### src/acap_defines.svh
// Constants for the ADC capture block: conversion control and dual-line serial receiver.
// Assumes a 25 MHz core clock and an external ADC that returns results on two serial lines.
//
// Behaviour
// RULE_01 - Receiver samples data on serial clock falling edge.
// RULE_02 - Frame sync is active low, starts word.
// RULE_03 - Clock and frame come from outside, receiver enabled.
// RULE_04 - One frame per word, MSB first, zero fill.
// RULE_05 - Both result lines captured in parallel.
// RULE_06 - Word length code 1111 or 1101.
// RULE_07 - Power-down uses code 1001, eight-clock burst; the conversion clock here still runs the full 18 periods.
// RULE_08 - ADC samples at chip select falling edge.
// RULE_09 - Result belongs to same frame, no pipeline.
// RULE_10 - Results on two lines or in succession.
// RULE_11 - Results are 12-bit binary or twos complement.
// RULE_12 - Control lines here; serial port moves data.
// RULE_13 - Conversions launched by internal or external trigger.
// RULE_14 - Each converter picks among three channels.
// RULE_15 - Dual conversion with readout within 437.5 ns; chip select stays low for 18 conversion clock periods of 320 ns.
// RULE_16 - Mode input selects single-ended or differential.
// RULE_17 - Range input selects reference or twice reference.
// RULE_18 - Address, mode, range driven before chip select.
`ifndef ACAP_DEFINES_SVH
`define ACAP_DEFINES_SVH

`define ACAP_WLEN_16 4'hF
`define ACAP_WLEN_14 4'hD
`define ACAP_WLEN_PD 4'h9
`define ACAP_WORD_W 16
`define ACAP_FIFO_DEPTH 8
`define ACAP_FIFO_AW 3
// Conversion clock divider: a tick every fourth core cycle toggles the ADC clock, giving core/8.
`define ACAP_CLK_DIV 4'h3
// Set-up cycles between driving address and pulling chip select low.
`define ACAP_SETUP_CYC 4'h2
// Chip select low for this many conversion clock periods (16 bits plus slack).
`define ACAP_CONV_PERIODS 5'h12
`define ACAP_CONV_NS 437.5
`define ACAP_CLK_MHZ 25

`endif

### src/acap_pkg.sv
// Types for the ADC capture block.
// Assumes acap_defines.svh is available for the numbers.
package acap_pkg;
    typedef enum logic [1:0] {ACAP_IDLE, ACAP_SETUP, ACAP_CONV} acap_state_t;
endpackage

### src/acap_fifo.sv
// Small flip-flop FIFO with valid/ready on both sides.
// Assumes one clock and an active-low asynchronous reset.
`timescale 1ns/1ps
module acap_fifo
    import acap_pkg::*;
#(
    parameter int WIDTH = 32,
    parameter int DEPTH = 8,
    parameter int AW = 3
)
(
    // Clock and reset.
    input wire logic core_clk,
    input wire logic rst_b,
    // Write side.
    input wire logic in_valid,
    output logic in_ready,
    input wire logic [WIDTH-1:0] in_data,
    // Read side.
    output logic out_valid,
    input wire logic out_ready,
    output logic [WIDTH-1:0] out_data
);
    logic [WIDTH-1:0] mem [DEPTH];
    logic [AW-1:0] wr_ptr;
    logic [AW-1:0] rd_ptr;
    logic [AW:0] count;
    logic [AW-1:0] next_wr_ptr;
    logic [AW-1:0] next_rd_ptr;
    logic [AW:0] next_count;
    logic do_wr;
    logic do_rd;

    // Full and empty come straight from the occupancy count.
    assign in_ready = (count != (AW+1)'(DEPTH)) ? 1'b1 : 1'b0;
    assign out_valid = (count != '0);
    assign out_data = mem[rd_ptr];
    assign do_wr = in_valid && in_ready;
    assign do_rd = out_valid && out_ready;

    // Pointer and count updates.
    always_comb
    begin
        next_wr_ptr = do_wr ? AW'(wr_ptr + 1'b1) : wr_ptr;
        next_rd_ptr = do_rd ? AW'(rd_ptr + 1'b1) : rd_ptr;
        next_count = count;
        if (do_wr && !do_rd)
        begin
            next_count = (AW+1)'(count + 1'b1);
        end
        else if (do_rd && !do_wr)
        begin
            next_count = (AW+1)'(count - 1'b1);
        end
    end

    // Storage is written only on accepted words, so it needs no reset.
    always_ff @(posedge core_clk)
    begin
        if (do_wr)
        begin
            mem[wr_ptr] <= in_data;
        end
    end

    // Register pointers.
    always_ff @(posedge core_clk or negedge rst_b)
    begin
        if (!rst_b)
        begin
            wr_ptr <= '0;
            rd_ptr <= '0;
            count <= '0;
        end
        else
        begin
            wr_ptr <= next_wr_ptr;
            rd_ptr <= next_rd_ptr;
            count <= next_count;
        end
    end

    fifo_bound_a: assert property (@(posedge core_clk) disable iff (!rst_b)
        count <= (AW+1)'(DEPTH)) else $error("fifo count above depth");
endmodule // acap_fifo

### src/acap_capture.sv
// ADC capture top: conversion control and dual-line serial receiver.
// Assumes the ADC serial clock and frame arrive asynchronously and are much slower than core_clk.
`timescale 1ns/1ps
`include "acap_defines.svh"
module acap_capture
    import acap_pkg::*;
(
    // Clock and reset.
    input wire logic core_clk,
    input wire logic rst_b,
    // Trigger sources and selection.
    input wire logic trig_internal,
    input wire logic trig_external,
    input wire logic trig_select_external,
    // Conversion settings.
    input wire logic [2:0] channel_select,
    input wire logic input_mode_cfg,
    input wire logic input_range_cfg,
    input wire logic power_down_req,
    input wire logic word14_select,
    // Receiver settings status.
    input wire logic rx_port_enable,
    output logic [3:0] rx_word_length,
    output logic rx_clock_edge_select,
    output logic rx_frame_polarity,
    output logic busy,
    output logic overflow,
    // ADC control pins.
    output logic conv_cs_b,
    output logic conversion_clock,
    output logic [2:0] channel_address,
    output logic input_mode_select,
    output logic input_range_select,
    // ADC serial pins.
    input wire logic rx_serial_clock,
    input wire logic rx_frame_sync_b,
    input wire logic result_line_a,
    input wire logic result_line_b,
    // Result stream.
    output logic res_valid,
    input wire logic res_ready,
    output logic [31:0] res_data
);
    acap_state_t state;
    acap_state_t next_state;
    logic [3:0] div_cnt;
    logic [3:0] next_div_cnt;
    logic [4:0] per_cnt;
    logic [4:0] next_per_cnt;
    logic [2:0] addr;
    logic [2:0] next_addr;
    logic mode;
    logic next_mode;
    logic range;
    logic next_range;
    logic sclk_q;
    logic next_sclk_q;
    logic [3:0] wlen;
    logic [3:0] next_wlen;
    logic div_tick;
    logic trig;
    logic trig_ext_prev;
    logic trig_ext_edge;
    // Synchronisers: stage one feeds stage two only.
    logic [3:0] sync1;
    logic [3:0] sync2;
    logic [3:0] sync_prev;
    logic sync_b1;
    logic sync_b2;
    logic sclk_fall;
    logic frame_act;
    logic [15:0] sh_a;
    logic [15:0] sh_b;
    logic [15:0] next_sh_a;
    logic [15:0] next_sh_b;
    logic [4:0] bit_cnt;
    logic [4:0] next_bit_cnt;
    logic in_word;
    logic next_in_word;
    logic push;
    logic next_push;
    logic [31:0] push_data;
    logic [31:0] next_push_data;
    logic fifo_ready;
    logic next_overflow;

    function automatic logic [15:0] zero_fill(input logic [15:0] v, input logic [4:0] n);
        logic [15:0] m;
        m = 16'hFFFF >> (5'h10 - n);
        return v & m;
    endfunction

    // Receiver settings are fixed strobes: falling edge, active low frame, external clock.
    assign rx_clock_edge_select = 1'b0; // [RULE_01]
    assign rx_frame_polarity = 1'b1; // [RULE_02]
    assign rx_word_length = wlen;
    assign busy = (state != ACAP_IDLE);
    assign channel_address = addr;
    assign input_mode_select = mode;
    assign input_range_select = range;
    assign conversion_clock = sclk_q;
    assign conv_cs_b = (state != ACAP_CONV);
    assign div_tick = (div_cnt == `ACAP_CLK_DIV);
    assign trig_ext_edge = sync2[3] && !trig_ext_prev;
    // Trigger source is chosen by the select input.
    assign trig = trig_select_external ? trig_ext_edge : trig_internal; // [RULE_13]
    assign sclk_fall = sync_prev[0] && !sync2[0]; // [RULE_01]
    assign frame_act = !sync2[1]; // [RULE_02] [RULE_03]

    // Conversion controller: divider, scheduling and pin setup.
    always_comb
    begin
        next_state = state;
        next_div_cnt = div_tick ? 4'h0 : 4'(div_cnt + 1'b1);
        next_sclk_q = sclk_q;
        next_per_cnt = per_cnt;
        next_addr = addr;
        next_mode = mode;
        next_range = range;
        next_wlen = wlen;
        unique case (state)
            ACAP_IDLE:
            begin
                next_sclk_q = 1'b1;
                if (trig)
                begin
                    // Pins settle before chip select falls.
                    next_addr = channel_select; // [RULE_18]
                    next_mode = input_mode_cfg; // [RULE_16]
                    next_range = input_range_cfg; // [RULE_17]
                    next_wlen = power_down_req ? `ACAP_WLEN_PD : // [RULE_07]
                        (word14_select ? `ACAP_WLEN_14 : `ACAP_WLEN_16); // [RULE_06]
                    next_per_cnt = 5'(`ACAP_SETUP_CYC);
                    next_state = ACAP_SETUP;
                end
            end
            ACAP_SETUP:
            begin
                next_per_cnt = 5'(per_cnt - 1'b1);
                if (per_cnt == 5'h01)
                begin
                    next_per_cnt = 5'(`ACAP_CONV_PERIODS);
                    next_state = ACAP_CONV; // [RULE_12] [RULE_08]
                end
            end
            ACAP_CONV:
            begin
                if (div_tick)
                begin
                    next_sclk_q = !sclk_q;
                    if (sclk_q)
                    begin
                        next_per_cnt = 5'(per_cnt - 1'b1); // [RULE_15]
                        if (per_cnt == 5'h01)
                        begin
                            next_state = ACAP_IDLE;
                        end
                    end
                end
            end
        endcase
    end

    // Receiver: both lines shift together on each falling serial clock edge inside an active frame while rx_port_enable is high.
    always_comb
    begin
        next_sh_a = sh_a;
        next_sh_b = sh_b;
        next_bit_cnt = bit_cnt;
        next_in_word = in_word;
        next_push = 1'b0;
        next_push_data = push_data;
        next_overflow = overflow;
        if (!rx_port_enable || !frame_act)
        begin
            next_in_word = frame_act && in_word;
            if (!frame_act)
            begin
                next_in_word = 1'b0;
                next_bit_cnt = 5'h00;
            end
        end
        else if (sclk_fall)
        begin
            // One frame per word, most significant bit first.
            next_sh_a = {sh_a[14:0], sync2[2]}; // [RULE_04] [RULE_05]
            next_sh_b = {sh_b[14:0], sync_b2}; // [RULE_05]
            next_bit_cnt = 5'(bit_cnt + 1'b1);
            next_in_word = 1'b1;
            if (5'(bit_cnt + 1'b1) == 5'(wlen + 1'b1))
            begin
                next_push = (wlen != `ACAP_WLEN_PD);
                next_push_data = {zero_fill({sh_b[14:0], sync_b2}, 5'(wlen + 1'b1)),
                    zero_fill({sh_a[14:0], sync2[2]}, 5'(wlen + 1'b1))}; // [RULE_04]
                next_bit_cnt = 5'h00;
            end
        end
        if (push && !fifo_ready)
        begin
            next_overflow = 1'b1;
        end
    end

    // Register state and synchronise pins.
    always_ff @(posedge core_clk or negedge rst_b)
    begin
        if (!rst_b)
        begin
            state <= ACAP_IDLE;
            div_cnt <= 4'h0;
            per_cnt <= 5'h00;
            addr <= 3'h0;
            mode <= 1'b0;
            range <= 1'b0;
            sclk_q <= 1'b1;
            wlen <= `ACAP_WLEN_16;
            // The trigger stage resets low like its idle pin, so no false edge follows reset.
            sync1 <= 4'h7;
            sync2 <= 4'h7;
            sync_prev <= 4'h7;
            sync_b1 <= 1'b0;
            sync_b2 <= 1'b0;
            trig_ext_prev <= 1'b0;
            sh_a <= 16'h0000;
            sh_b <= 16'h0000;
            bit_cnt <= 5'h00;
            in_word <= 1'b0;
            push <= 1'b0;
            push_data <= 32'h0000_0000;
            overflow <= 1'b0;
        end
        else
        begin
            state <= next_state;
            div_cnt <= next_div_cnt;
            per_cnt <= next_per_cnt;
            addr <= next_addr;
            mode <= next_mode;
            range <= next_range;
            sclk_q <= next_sclk_q;
            wlen <= next_wlen;
            sync1 <= {trig_external, result_line_a, rx_frame_sync_b, rx_serial_clock};
            sync2 <= sync1;
            sync_prev <= sync2;
            sync_b1 <= result_line_b;
            sync_b2 <= sync_b1;
            trig_ext_prev <= sync2[3];
            sh_a <= next_sh_a;
            sh_b <= next_sh_b;
            bit_cnt <= next_bit_cnt;
            in_word <= next_in_word;
            push <= next_push;
            push_data <= next_push_data;
            overflow <= next_overflow;
        end
    end

    acap_fifo #(
        .WIDTH(32),
        .DEPTH(`ACAP_FIFO_DEPTH),
        .AW(`ACAP_FIFO_AW)
    ) u_fifo (
        .core_clk(core_clk),
        .rst_b(rst_b),
        .in_valid(push),
        .in_ready(fifo_ready),
        .in_data(push_data),
        .out_valid(res_valid),
        .out_ready(res_ready),
        .out_data(res_data)
    );

    cs_after_setup_a: assert property (@(posedge core_clk) disable iff (!rst_b) // [RULE_18]
        $fell(conv_cs_b) |-> $past(state) == ACAP_SETUP && channel_address == $past(channel_address, 2))
        else $error("chip select fell without settled address");
    cs_falls_after_trig_a: assert property (@(posedge core_clk) disable iff (!rst_b) // [RULE_13]
        (state == ACAP_IDLE && trig) |-> ##3 !conv_cs_b) else $error("conversion not launched");
    wlen_legal_a: assert property (@(posedge core_clk) disable iff (!rst_b) // [RULE_06]
        wlen == `ACAP_WLEN_16 || wlen == `ACAP_WLEN_14 || wlen == `ACAP_WLEN_PD)
        else $error("illegal word length");
    pd_no_push_a: assert property (@(posedge core_clk) disable iff (!rst_b) // [RULE_07]
        wlen == `ACAP_WLEN_PD && $stable(wlen) |-> ##1 !push) else $error("power-down burst pushed data");
    frame_resets_a: assert property (@(posedge core_clk) disable iff (!rst_b) // [RULE_02]
        !frame_act |=> bit_cnt == 5'h00) else $error("bit count kept outside frame");
    shift_on_fall_a: assert property (@(posedge core_clk) disable iff (!rst_b) // [RULE_01]
        (rx_port_enable && frame_act && sclk_fall) |=> sh_a[0] == $past(sync2[2]))
        else $error("line a not shifted on falling edge");
    disabled_idle_a: assert property (@(posedge core_clk) disable iff (!rst_b) // [RULE_03]
        !rx_port_enable |=> !push) else $error("receiver pushed while disabled");
    zero_fill_a: assert property (@(posedge core_clk) disable iff (!rst_b) // [RULE_04]
        push && wlen == `ACAP_WLEN_14 |-> push_data[15:14] == 2'h0 && push_data[31:30] == 2'h0)
        else $error("upper bits not zero filled");
    cs_pulse_a: assert property (@(posedge core_clk) disable iff (!rst_b) // [RULE_12]
        !conv_cs_b |-> busy) else $error("chip select low while idle");
    cover_conv_c: cover property (@(posedge core_clk) disable iff (!rst_b) $rose(conv_cs_b));
    cover_push_c: cover property (@(posedge core_clk) disable iff (!rst_b) push && fifo_ready);
    cover_full_c: cover property (@(posedge core_clk) disable iff (!rst_b) push && !fifo_ready);
endmodule // acap_capture

### config.mk
export PLATFORM = sky130hd
export DESIGN_NAME = acap_capture
export DESIGN_NICKNAME = d
export VERILOG_FILES = /design/src/acap_pkg.sv /design/src/acap_fifo.sv /design/src/acap_capture.sv
export VERILOG_INCLUDE_DIRS = /design/src
export SDC_FILE = /design/constraint.sdc
export NUM_CORES = 1
export LEC_CHECK = 0
export ABC_AREA = 1
export BUFFER_PORTS_ARGS = -buffer_cell sky130_fd_sc_hd__buf_2
export CAP_MARGIN = 0
export CORE_MARGIN = 2
export CORE_UTILIZATION = 60
export DETAILED_ROUTE_END_ITERATION = 12
export MAX_ROUTING_LAYER = met4
export PLACE_DENSITY = 0.85
export SYNTH_ARGS = -nofsm -noshare
export SYNTH_HDL_FRONTEND = slang
export SYNTH_SLANG_ARGS = --single-unit
### constraint.sdc
create_clock -name core_clk -period 3 [get_ports core_clk]
set_clock_uncertainty 0.05 [all_clocks]
set_input_delay 0.3 -clock core_clk [delete_from_list [all_inputs] [get_ports core_clk]]
set_output_delay 0.3 -clock core_clk [all_outputs]
set_load 0.02 [all_outputs]
==> metrics.md, run 1 <==
| Metric | Value |
|---|---|
| Result of the run | `completed` |
| Routed vias | `between 9,000 and 10,000` |
| Longest Clk Path Bufs | `3` |
| Clock net sink count | `366` |
| Proportion of layout cells with a drive suffix above 1 | `12.3%` |
| Number of cells upsized or downsized after cts | `0` |
| Element type at the critical path end | `output pin` |
| Ant. Diodes | `0` |
| Final instance count without filler cells | `~1,700` |
| Number of endpoints failing setup at the final stage | `0` |
| Synth Register Bits | `between 300 and 400` |
| Core area | `24,200 sq um` |
| Placed Instances | `1,616` |
| Post-synth EDFFs | `256` |
| Count of yosys warnings during synthesis | `0` |
| Number of H-tree levels | `2` |
| Drt first-iter violations | `1,146` |
| Width of the die | `161 um` |
| Per-instance average area after synthesis | `roughly 12 sq um` |
| Switching power | `5.39 mW` |
| CTS Buf Count | `37` |
| VDD IR-drop max | `0.000663 V` |
| # port buffers | `61` |
| WS Path Type | `flip-flop to output pin` |
| Critical path data required time | `roughly 2.7 ns` |
| Largest net degree at the start of global routing | `94` |
| Primary flip-flop cell chosen by synthesis mapping | `edfxtp_1` |
| Remaining routing DRC violations | `0` |
| Number of core rows | `57` |
| Pwr per Cell Area | `922 nW/um^2` |
| Nets | `1,380` |
| Worst setup SP type | `flip-flop` |
| Area of the mapped netlist | `14,800 sq um` |
| Worst Path Arrival | `2.35 ns` |
| Gate power share | `32.2%` |
| Synthesis-to-layout area growth | `13.9%` |
| Achievable frequency | `0.371 GHz` |
| Cells after synthesis | `~1,300` |
| Via count of the first global-routing pass | `between 9,000 and 10,000` |
| Slew of the pin with the lowest slew margin | `0.634 ns` |
| Final count of hold timing violations | `0` |
| Switching Fraction | `around a third` |
| Final ANT Viol Nets | `0` |
| Sum of negative setup slack | `0 ns` |
| Root Driver | `clkbuf_16` |
| Async SR Flop Fraction | `30.1%` |
| Lkg Pwr | `7.25 nW` |
| Ratio of routed vias to standard cells | `just under 6` |
| Number of buffers inserted by post-CTS setup repair | `0` |
| DP HPWL | `approximately 18 mm` |
| Drt pass-1 iters | `6` |
| Weighted congestion reported at the end of routability-driven placement | `0.839` |
| I/O Pins | `66` |
| Int Pwr | `10.1 mW` |
| Slowest cell on crit path | `dfrtp_4` |
| Path category of the worst min-delay check | `input pin to flip-flop` |
| Max-capacitance violation count | `0` |
| Average routed wire per standard cell | `around 19 um` |
| Clock network latency to the later pin of the worst-skew pair | `0.52 ns` |
| Antenna violations before repair | `0` |
| Unrepaired setup endpoints after global routing | `false` |
| CTS tree | `built` |
| Delay of the slowest cell on the worst path | `0.51 ns` |
| Chip height | `161 um` |
| Starting density of the core | `60.9%` |
| Shortest clock period the worst path allows after layout | `2.70 ns` |
| Worst slew slack as a fraction of its limit | `57.7%` |
| Clock power share | `30.3%` |
| Distinct cell type count after synthesis | `34` |
| Sequential fraction of the synthesis area | `between 70% and 80%` |
| Sequential power share | `between 30% and 40%` |
| CP Max Fanout | `36` |
| Wire length of the first global-routing pass | `50.5 mm` |
| Die footprint | `roughly 26,000 sq um` |
| GR Overflow Total | `0` |
| Number of pins exceeding their max-slew limit in the final report | `0` |
| Gr usage total | `25.6%` |
| Sequence of cells on the critical path | `inv_2 > buf_4 > o21ai_0 > o22ai_1 > nor2_1 > a31oi_1 > buf_2` |
| Clock edge transition at the registers on the reported setup and hold paths | `0.06 ns` |
| Final wirelength | `32.0 mm` |
| Post-route clock period utilization | `89.9%` |
-- synthesized netlist by cell type (3+ instances only) --
cell type / number / area, sq um
a21oi_1: 4 / 20.0
a31oi_1: 32 / 200
buf_2: 19 / 95.1
buf_4: 10 / 75.1
buf_6: 3 / 33.8
clkbuf_1: 37 / 139
dfrtp_1: 100 / 2500
dfstp_2: 10 / 263
edfxtp_1: 256 / 7690
ha_1: 16 / 200
inv_1: 71 / 267
nand2_1: 157 / 589
nand3_1: 18 / 90.1
nand4_1: 37 / 231
nor2_1: 273 / 1020
o21ai_0: 155 / 776
o21bai_1: 20 / 150
o22ai_1: 33 / 206
xnor2_1: 3 / 26.3
xor2_1: 7 / 61.3
-- sequential cells by signal, summed over array words and instances, names as in the netlist, 4 cells and up --
register,cells
sync1,4
sh_b,15
sh_a,15
bit_cnt,5
push_data,32
sync2,4
u_fifo.count,4
per_cnt,5
div_cnt,4
u_fifo.mem,256
-- metrics by stage --
stage          hold WS, ns  power [mW]  utilization, %  cell area (sq um)  setup WS (ns)
2_1_floorplan      -0.0456        9.35               -              14800          0.223
3_3_place_gp         0.290        10.6            63.7              15400          0.741
3_5_place_dp         0.287        10.8            63.7              15400          0.597
4_1_cts             0.0272        15.6            69.4              16800          0.293
5_1_grt             0.0682        16.3            69.4              16800          0.183
6_report            0.0453        15.5            69.4              16800          0.304
-- power groups by stage --
stage | Combinational (mW) | Clock [mW] | Sequential [mW]
after floorplan | 3.42 | 0 | 5.93
after global placement | 4.70 | 0 | 5.90
after detailed placement | 4.89 | 0 | 5.91
after CTS | 4.98 | 4.76 | 5.82
after global routing | 5.46 | 4.97 | 5.85
final | 4.99 | 4.71 | 5.82
-- cells by family after synthesis --
kind of cell | after synthesis | share of synthesized area [%]
DFF | 366 | 70.7
and+or+nand+nor | 491 | 13.5
muxes | 1 | 0.0762
other | 2 | 0.0508
adders and majority gates | 17 | 1.49
buffers and inverters | 144 | 4.23
xor gates and xnor gates | 11 | 0.703
AOI/OAI and AO/OA | 246 | 9.26
-- area by class of cell --
class                   count  area, sq um
clock buffers              43          970
clock inverters            24          282
fillers                  1588         7410
inverters                  73          274
multi-input cells         770         3750
flip-flops and latches    366        10500
well taps                 324          405
repair buffers             97          701
-- cell usage in the layout, fill, tap and decap left out, types with 18 or more instances in the layout --
| master | instances |
|---|---|
| nor2_1 | 265 |
| dfrtp_1 | 98 |
| o21ai_0 | 155 |
| edfxtp_1 | 256 |
| clkbuf_16 | 38 |
| nand3_1 | 18 |
| o21bai_1 | 20 |
| nand4_1 | 37 |
| o22ai_1 | 33 |
| buf_2 | 60 |
| nand2_1 | 157 |
| a31oi_1 | 32 |
| inv_1 | 69 |
-- critical path, delay by kind of cell (launching register included) --
family	cells	cell delay, ns
buffers and inverters	3	0.64
DFF	1	0.51
AOI/OAI and AO/OA	3	0.60
and+or+nand+nor	1	0.08
-- timing repair --
item / in CTS / in global routing
setup endpoints to repair: 0 / 0
hold buffers: 14 / 0
endpoints found under the hold margin: 48 / 0
-- final timing paths --
check,slack [ns],cells after the start,from,to
worst min register to register,0.31,0,sync1[1]$_DFF_PN1_,sync2[1]$_DFF_PN1_
worst max-delay path,0.30,7,u_fifo.rd_ptr[0]$_DFFE_PN0P_,res_data[19]
worst min-delay path,0.05,3,res_ready,u_fifo.rd_ptr[2]$_DFFE_PN0P_
max in group asynchronous,1.88,3,rst_b,push_data[10]$_DFFE_PN0P_
min in group asynchronous,0.29,2,rst_b,channel_address[0]$_DFFE_PN0P_
worst max register to register,0.58,9,rx_word_length[1]$_DFFE_PN1P_,push_data[4]$_DFFE_PN0P_
-- layer usage --
layer	vias up	part of all wire, %	GRT usage (%)	wire (um)
li1	4546	-	-	-
met1	4787	38	32.0	12300
met2	485	51	42.5	16300
met3	88	7.6	4.21	2440
met4	0	3.1	10.1	1000
met5	-	0	-	0
Note: power is estimated with default switching activity, not from simulation.
==> inputs of run 2 (changes only) <==
--- a/config.mk
+++ b/config.mk
@@ -9,7 +9,6 @@
 export ABC_AREA = 1
 export BUFFER_PORTS_ARGS = -buffer_cell sky130_fd_sc_hd__buf_2
 export CAP_MARGIN = 0
-export CORE_MARGIN = 2
 export CORE_UTILIZATION = 60
 export DETAILED_ROUTE_END_ITERATION = 12
 export MAX_ROUTING_LAYER = met4
==> metrics.md, run 2 (same netlist as run 1, synthesis figures left out) <==
| Metric | Value |
|---|---|
| Result of the run | `completed` |
| Max-capacitance violation count | `0 (unchanged)` |
| GR Overflow Total | `0 (unchanged)` |
| Clock net sink count | `366 (unchanged)` |
| I/O Pins | `66 (unchanged)` |
| Longest Clk Path Bufs | `3 (unchanged)` |
| Worst slew slack as a fraction of its limit | `53.1% (-4.6 points)` |
| Number of pins exceeding their max-slew limit in the final report | `0 (unchanged)` |
| Drt pass-1 iters | `6 (unchanged)` |
| Ratio of routed vias to standard cells | `5.81 (-0.53%)` |
| Final std cell area, no fill | `16,600 sq um (-1.2%)` |
| Sequential power share | `39.1% (+1.6 points)` |
| Final wirelength | `31.3 mm (-2.3%)` |
| Starting density of the core | `60.9% (unchanged)` |
| Ant. Diodes | `0 (unchanged)` |
| Core area | `24,200 sq um (unchanged)` |
| Number of H-tree levels | `2 (unchanged)` |
| Clock network latency to the later pin of the worst-skew pair | `0.52 ns (about the same)` |
| # port buffers | `61 (unchanged)` |
| Int Pwr | `9.63 mW (-4.9%)` |
| Synthesis-to-layout area growth | `12.5%` |
| Width of the die | `159 um (-1.2%)` |
| Largest registers in the final layout | `u_fifo.mem x256, push_data x32` |
| Largest net degree at the start of global routing | `79 (-16%)` |
| WS Path Type | `flip-flop to output pin` |
| FILL cells | `1,563 (-1.6%)` |
| VDD IR-drop max | `0.000560 V (-15%)` |
| Worst setup SP type | `flip-flop` |
| Unrepaired setup endpoints after global routing | `false` |
| Sequence of cells on the critical path | `buf_4 > o21ai_0 > o22ai_1 > nor2_1 > a31oi_1 > buf_2` |
| Routed vias | `9,824 (-0.83%)` |
| Number of flip-flops under the largest register name | `256 (unchanged)` |
| Chip height | `159 um (-1.2%)` |
| Number of endpoints failing setup at the final stage | `0 (unchanged)` |
| Nets | `1,377 (-0.22%)` |
| Post-route clock period utilization | `91.7% (+1.8 points)` |
| Pwr per Cell Area | `899 nW/um^2 (-2.5%)` |
| Dpl ws | `0.613 ns (+0.0151 ns)` |
| Achievable frequency | `0.363 GHz (-2.0%)` |
| CTS tree | `built` |
| Worst Slack Setup Final | `0.248 ns (-0.0554 ns)` |
| Final count of hold timing violations | `0 (unchanged)` |
| Gate power share | `33.0% (+0.8 points)` |
| Final ANT Viol Nets | `0 (unchanged)` |
| Slew of the pin with the lowest slew margin | `0.703 ns (+0.0687 ns)` |
| Most frequent standard cell in the layout excluding fill and tap cells | `nor2_1` |
| DP Area | `15,400 sq um (-0.23%)` |
| CP Max Fanout | `43 (+19%)` |
| DP HPWL | `17.3 mm (-2.3%)` |
| Lkg Pwr | `7.16 nW (-1.3%)` |
| Wire length of the first global-routing pass | `49.9 mm (-1.2%)` |
| Critical path data required time | `2.65 ns (about the same)` |
| Root Driver | `clkbuf_16` |
| Buffers and inverters on the worst path | `2 (-1)` |
| Average routed wire per standard cell | `18.5 um (-2.0%)` |
| Weighted congestion reported at the end of routability-driven placement | `0.860 (+2.5%)` |
| Core Util, Final | `68.6% (-0.85 points)` |
| Proportion of layout cells with a drive suffix above 1 | `12.0% (-0.32 points)` |
| Top cell family by delay on the critical path | `buffers and inverters` |
| Via count of the first global-routing pass | `9,746 (-0.67%)` |
| Element type at the critical path end | `output pin` |
| Antenna violations before repair | `0 (unchanged)` |
| CTS Buf Count | `35 (-5.4%)` |
| Leading cell types in the layout, fill and taps excluded | `265 x nor2_1, 256 x edfxtp_1, 157 x nand2_1` |
| Shortest clock period the worst path allows after layout | `2.75 ns (+0.0554 ns)` |
| Delay of the slowest cell on the worst path | `0.52 ns (about the same)` |
| Worst Path Arrival | `2.40 ns (+0.05 ns)` |
| Sum of negative setup slack | `0 ns (unchanged)` |
| Remaining routing DRC violations | `0 (unchanged)` |
| Path category of the worst min-delay check | `input pin to flip-flop` |
| Clock edge transition at the registers on the reported setup and hold paths | `0.07 ns (about the same)` |
| Die footprint | `25,300 sq um (-2.5%)` |
| Switching power | `5.32 mW (-1.4%)` |
| Switching Fraction | `35.6% (+0.83 points)` |
| Gr usage total | `26.0% (+0.40 points)` |
| Drt first-iter violations | `1,286 (+12%)` |
| Slowest cell on crit path | `dfrtp_4` |
| Clock power share | `27.9% (-2.4 points)` |
| Number of core rows | `57 (unchanged)` |
| Number of buffers inserted by post-CTS setup repair | `0 (unchanged)` |
| Register containing the most flip-flops in the final layout | `u_fifo.mem` |
run 2: worst paths after layout:
| kind | from | slack (ns) | to | cells past startpoint |
|---|---|---|---|---|
| worst max-delay path | u_fifo.rd_ptr[0]$_DFFE_PN0P_ | 0.25 | res_data[14] | 6 |
| worst min-delay path | power_down_req | 0.01 | rx_word_length[2]$_DFFE_PN1P_ | 3 |
| worst max register to register | rx_word_length[1]$_DFFE_PN1P_ | 0.54 | push_data[10]$_DFFE_PN0P_ | 9 |
| worst min register to register | sync_b1$_DFF_PN0_ | 0.30 | sync_b2$_DFF_PN0_ | 0 |
| max in group asynchronous | rst_b | 1.83 | sh_a[5]$_DFFE_PN0P_ | 3 |
| min in group asynchronous | rst_b | 0.35 | sync1[3]$_DFF_PN0_ | 2 |
run 2: routing by layer:
metal	up-vias	global-route usage [%]	part of all wire [%]
met5	-	-	0
met4	0	10.1	2.9
met3	74	3.68	7.9
met2	469	44.0	51
met1	4739	31.9	38
li1	4542	-	-
run 2: final cells by class:
type,instances,area (sq um),area share [%]
Clock inverter,17,134,0.805
Tap cell,324,405,2.44
Inverter,73,274,1.65
Clock buffer,46,957,5.76
Multi-Input combinational cell,770,3740,22.5
Timing Repair Buffer,96,666,4.00
Sequential cell,366,10500,62.9
run 2: worst reg2reg max path, cell delays in order (launching register included):
cell and delay [ns]:
dfstp_2 0.59, inv_1 0.09, ha_1 0.32, inv_1 0.07
nand2_1 0.06, nand2_1 0.08, nor2_4 0.35, nand3_4 0.44
nand2_1 0.23, nand2_1 0.08
run 2: timing repair:
| item | CTS | global route |
|---|---|---|
| endpoints found under the setup margin | 0 | 0 |
| gates resized for setup | 0 | 0 |
| endpoints found under the hold margin | 55 | 0 |
| hold buffers | 13 | 0 |
run 2: through the flow:
step | power [mW] | hold slack, ns | instances
2_1_floorplan | 9.35 | -0.0456 | 1280
3_3_place_gp | 10.6 | 0.284 | 1616
3_5_place_dp | 10.8 | 0.285 | 1616
4_1_cts | 15.0 | 0.000286 | 1692
5_1_grt | 15.7 | 0.0221 | 1692
6_report | 14.9 | 0.0134 | 1692
run 2: power by group through the flow:
| stage | sequential (mW) | combinational (mW) | clock, mW |
|---|---|---|---|
| finish | 5.84 | 4.93 | 4.16 |
| floorplan | 5.93 | 3.42 | 0 |
| global route | 5.87 | 5.39 | 4.40 |
| detailed placement | 5.93 | 4.84 | 0 |
| global placement | 5.92 | 4.65 | 0 |
| CTS | 5.84 | 4.91 | 4.21 |
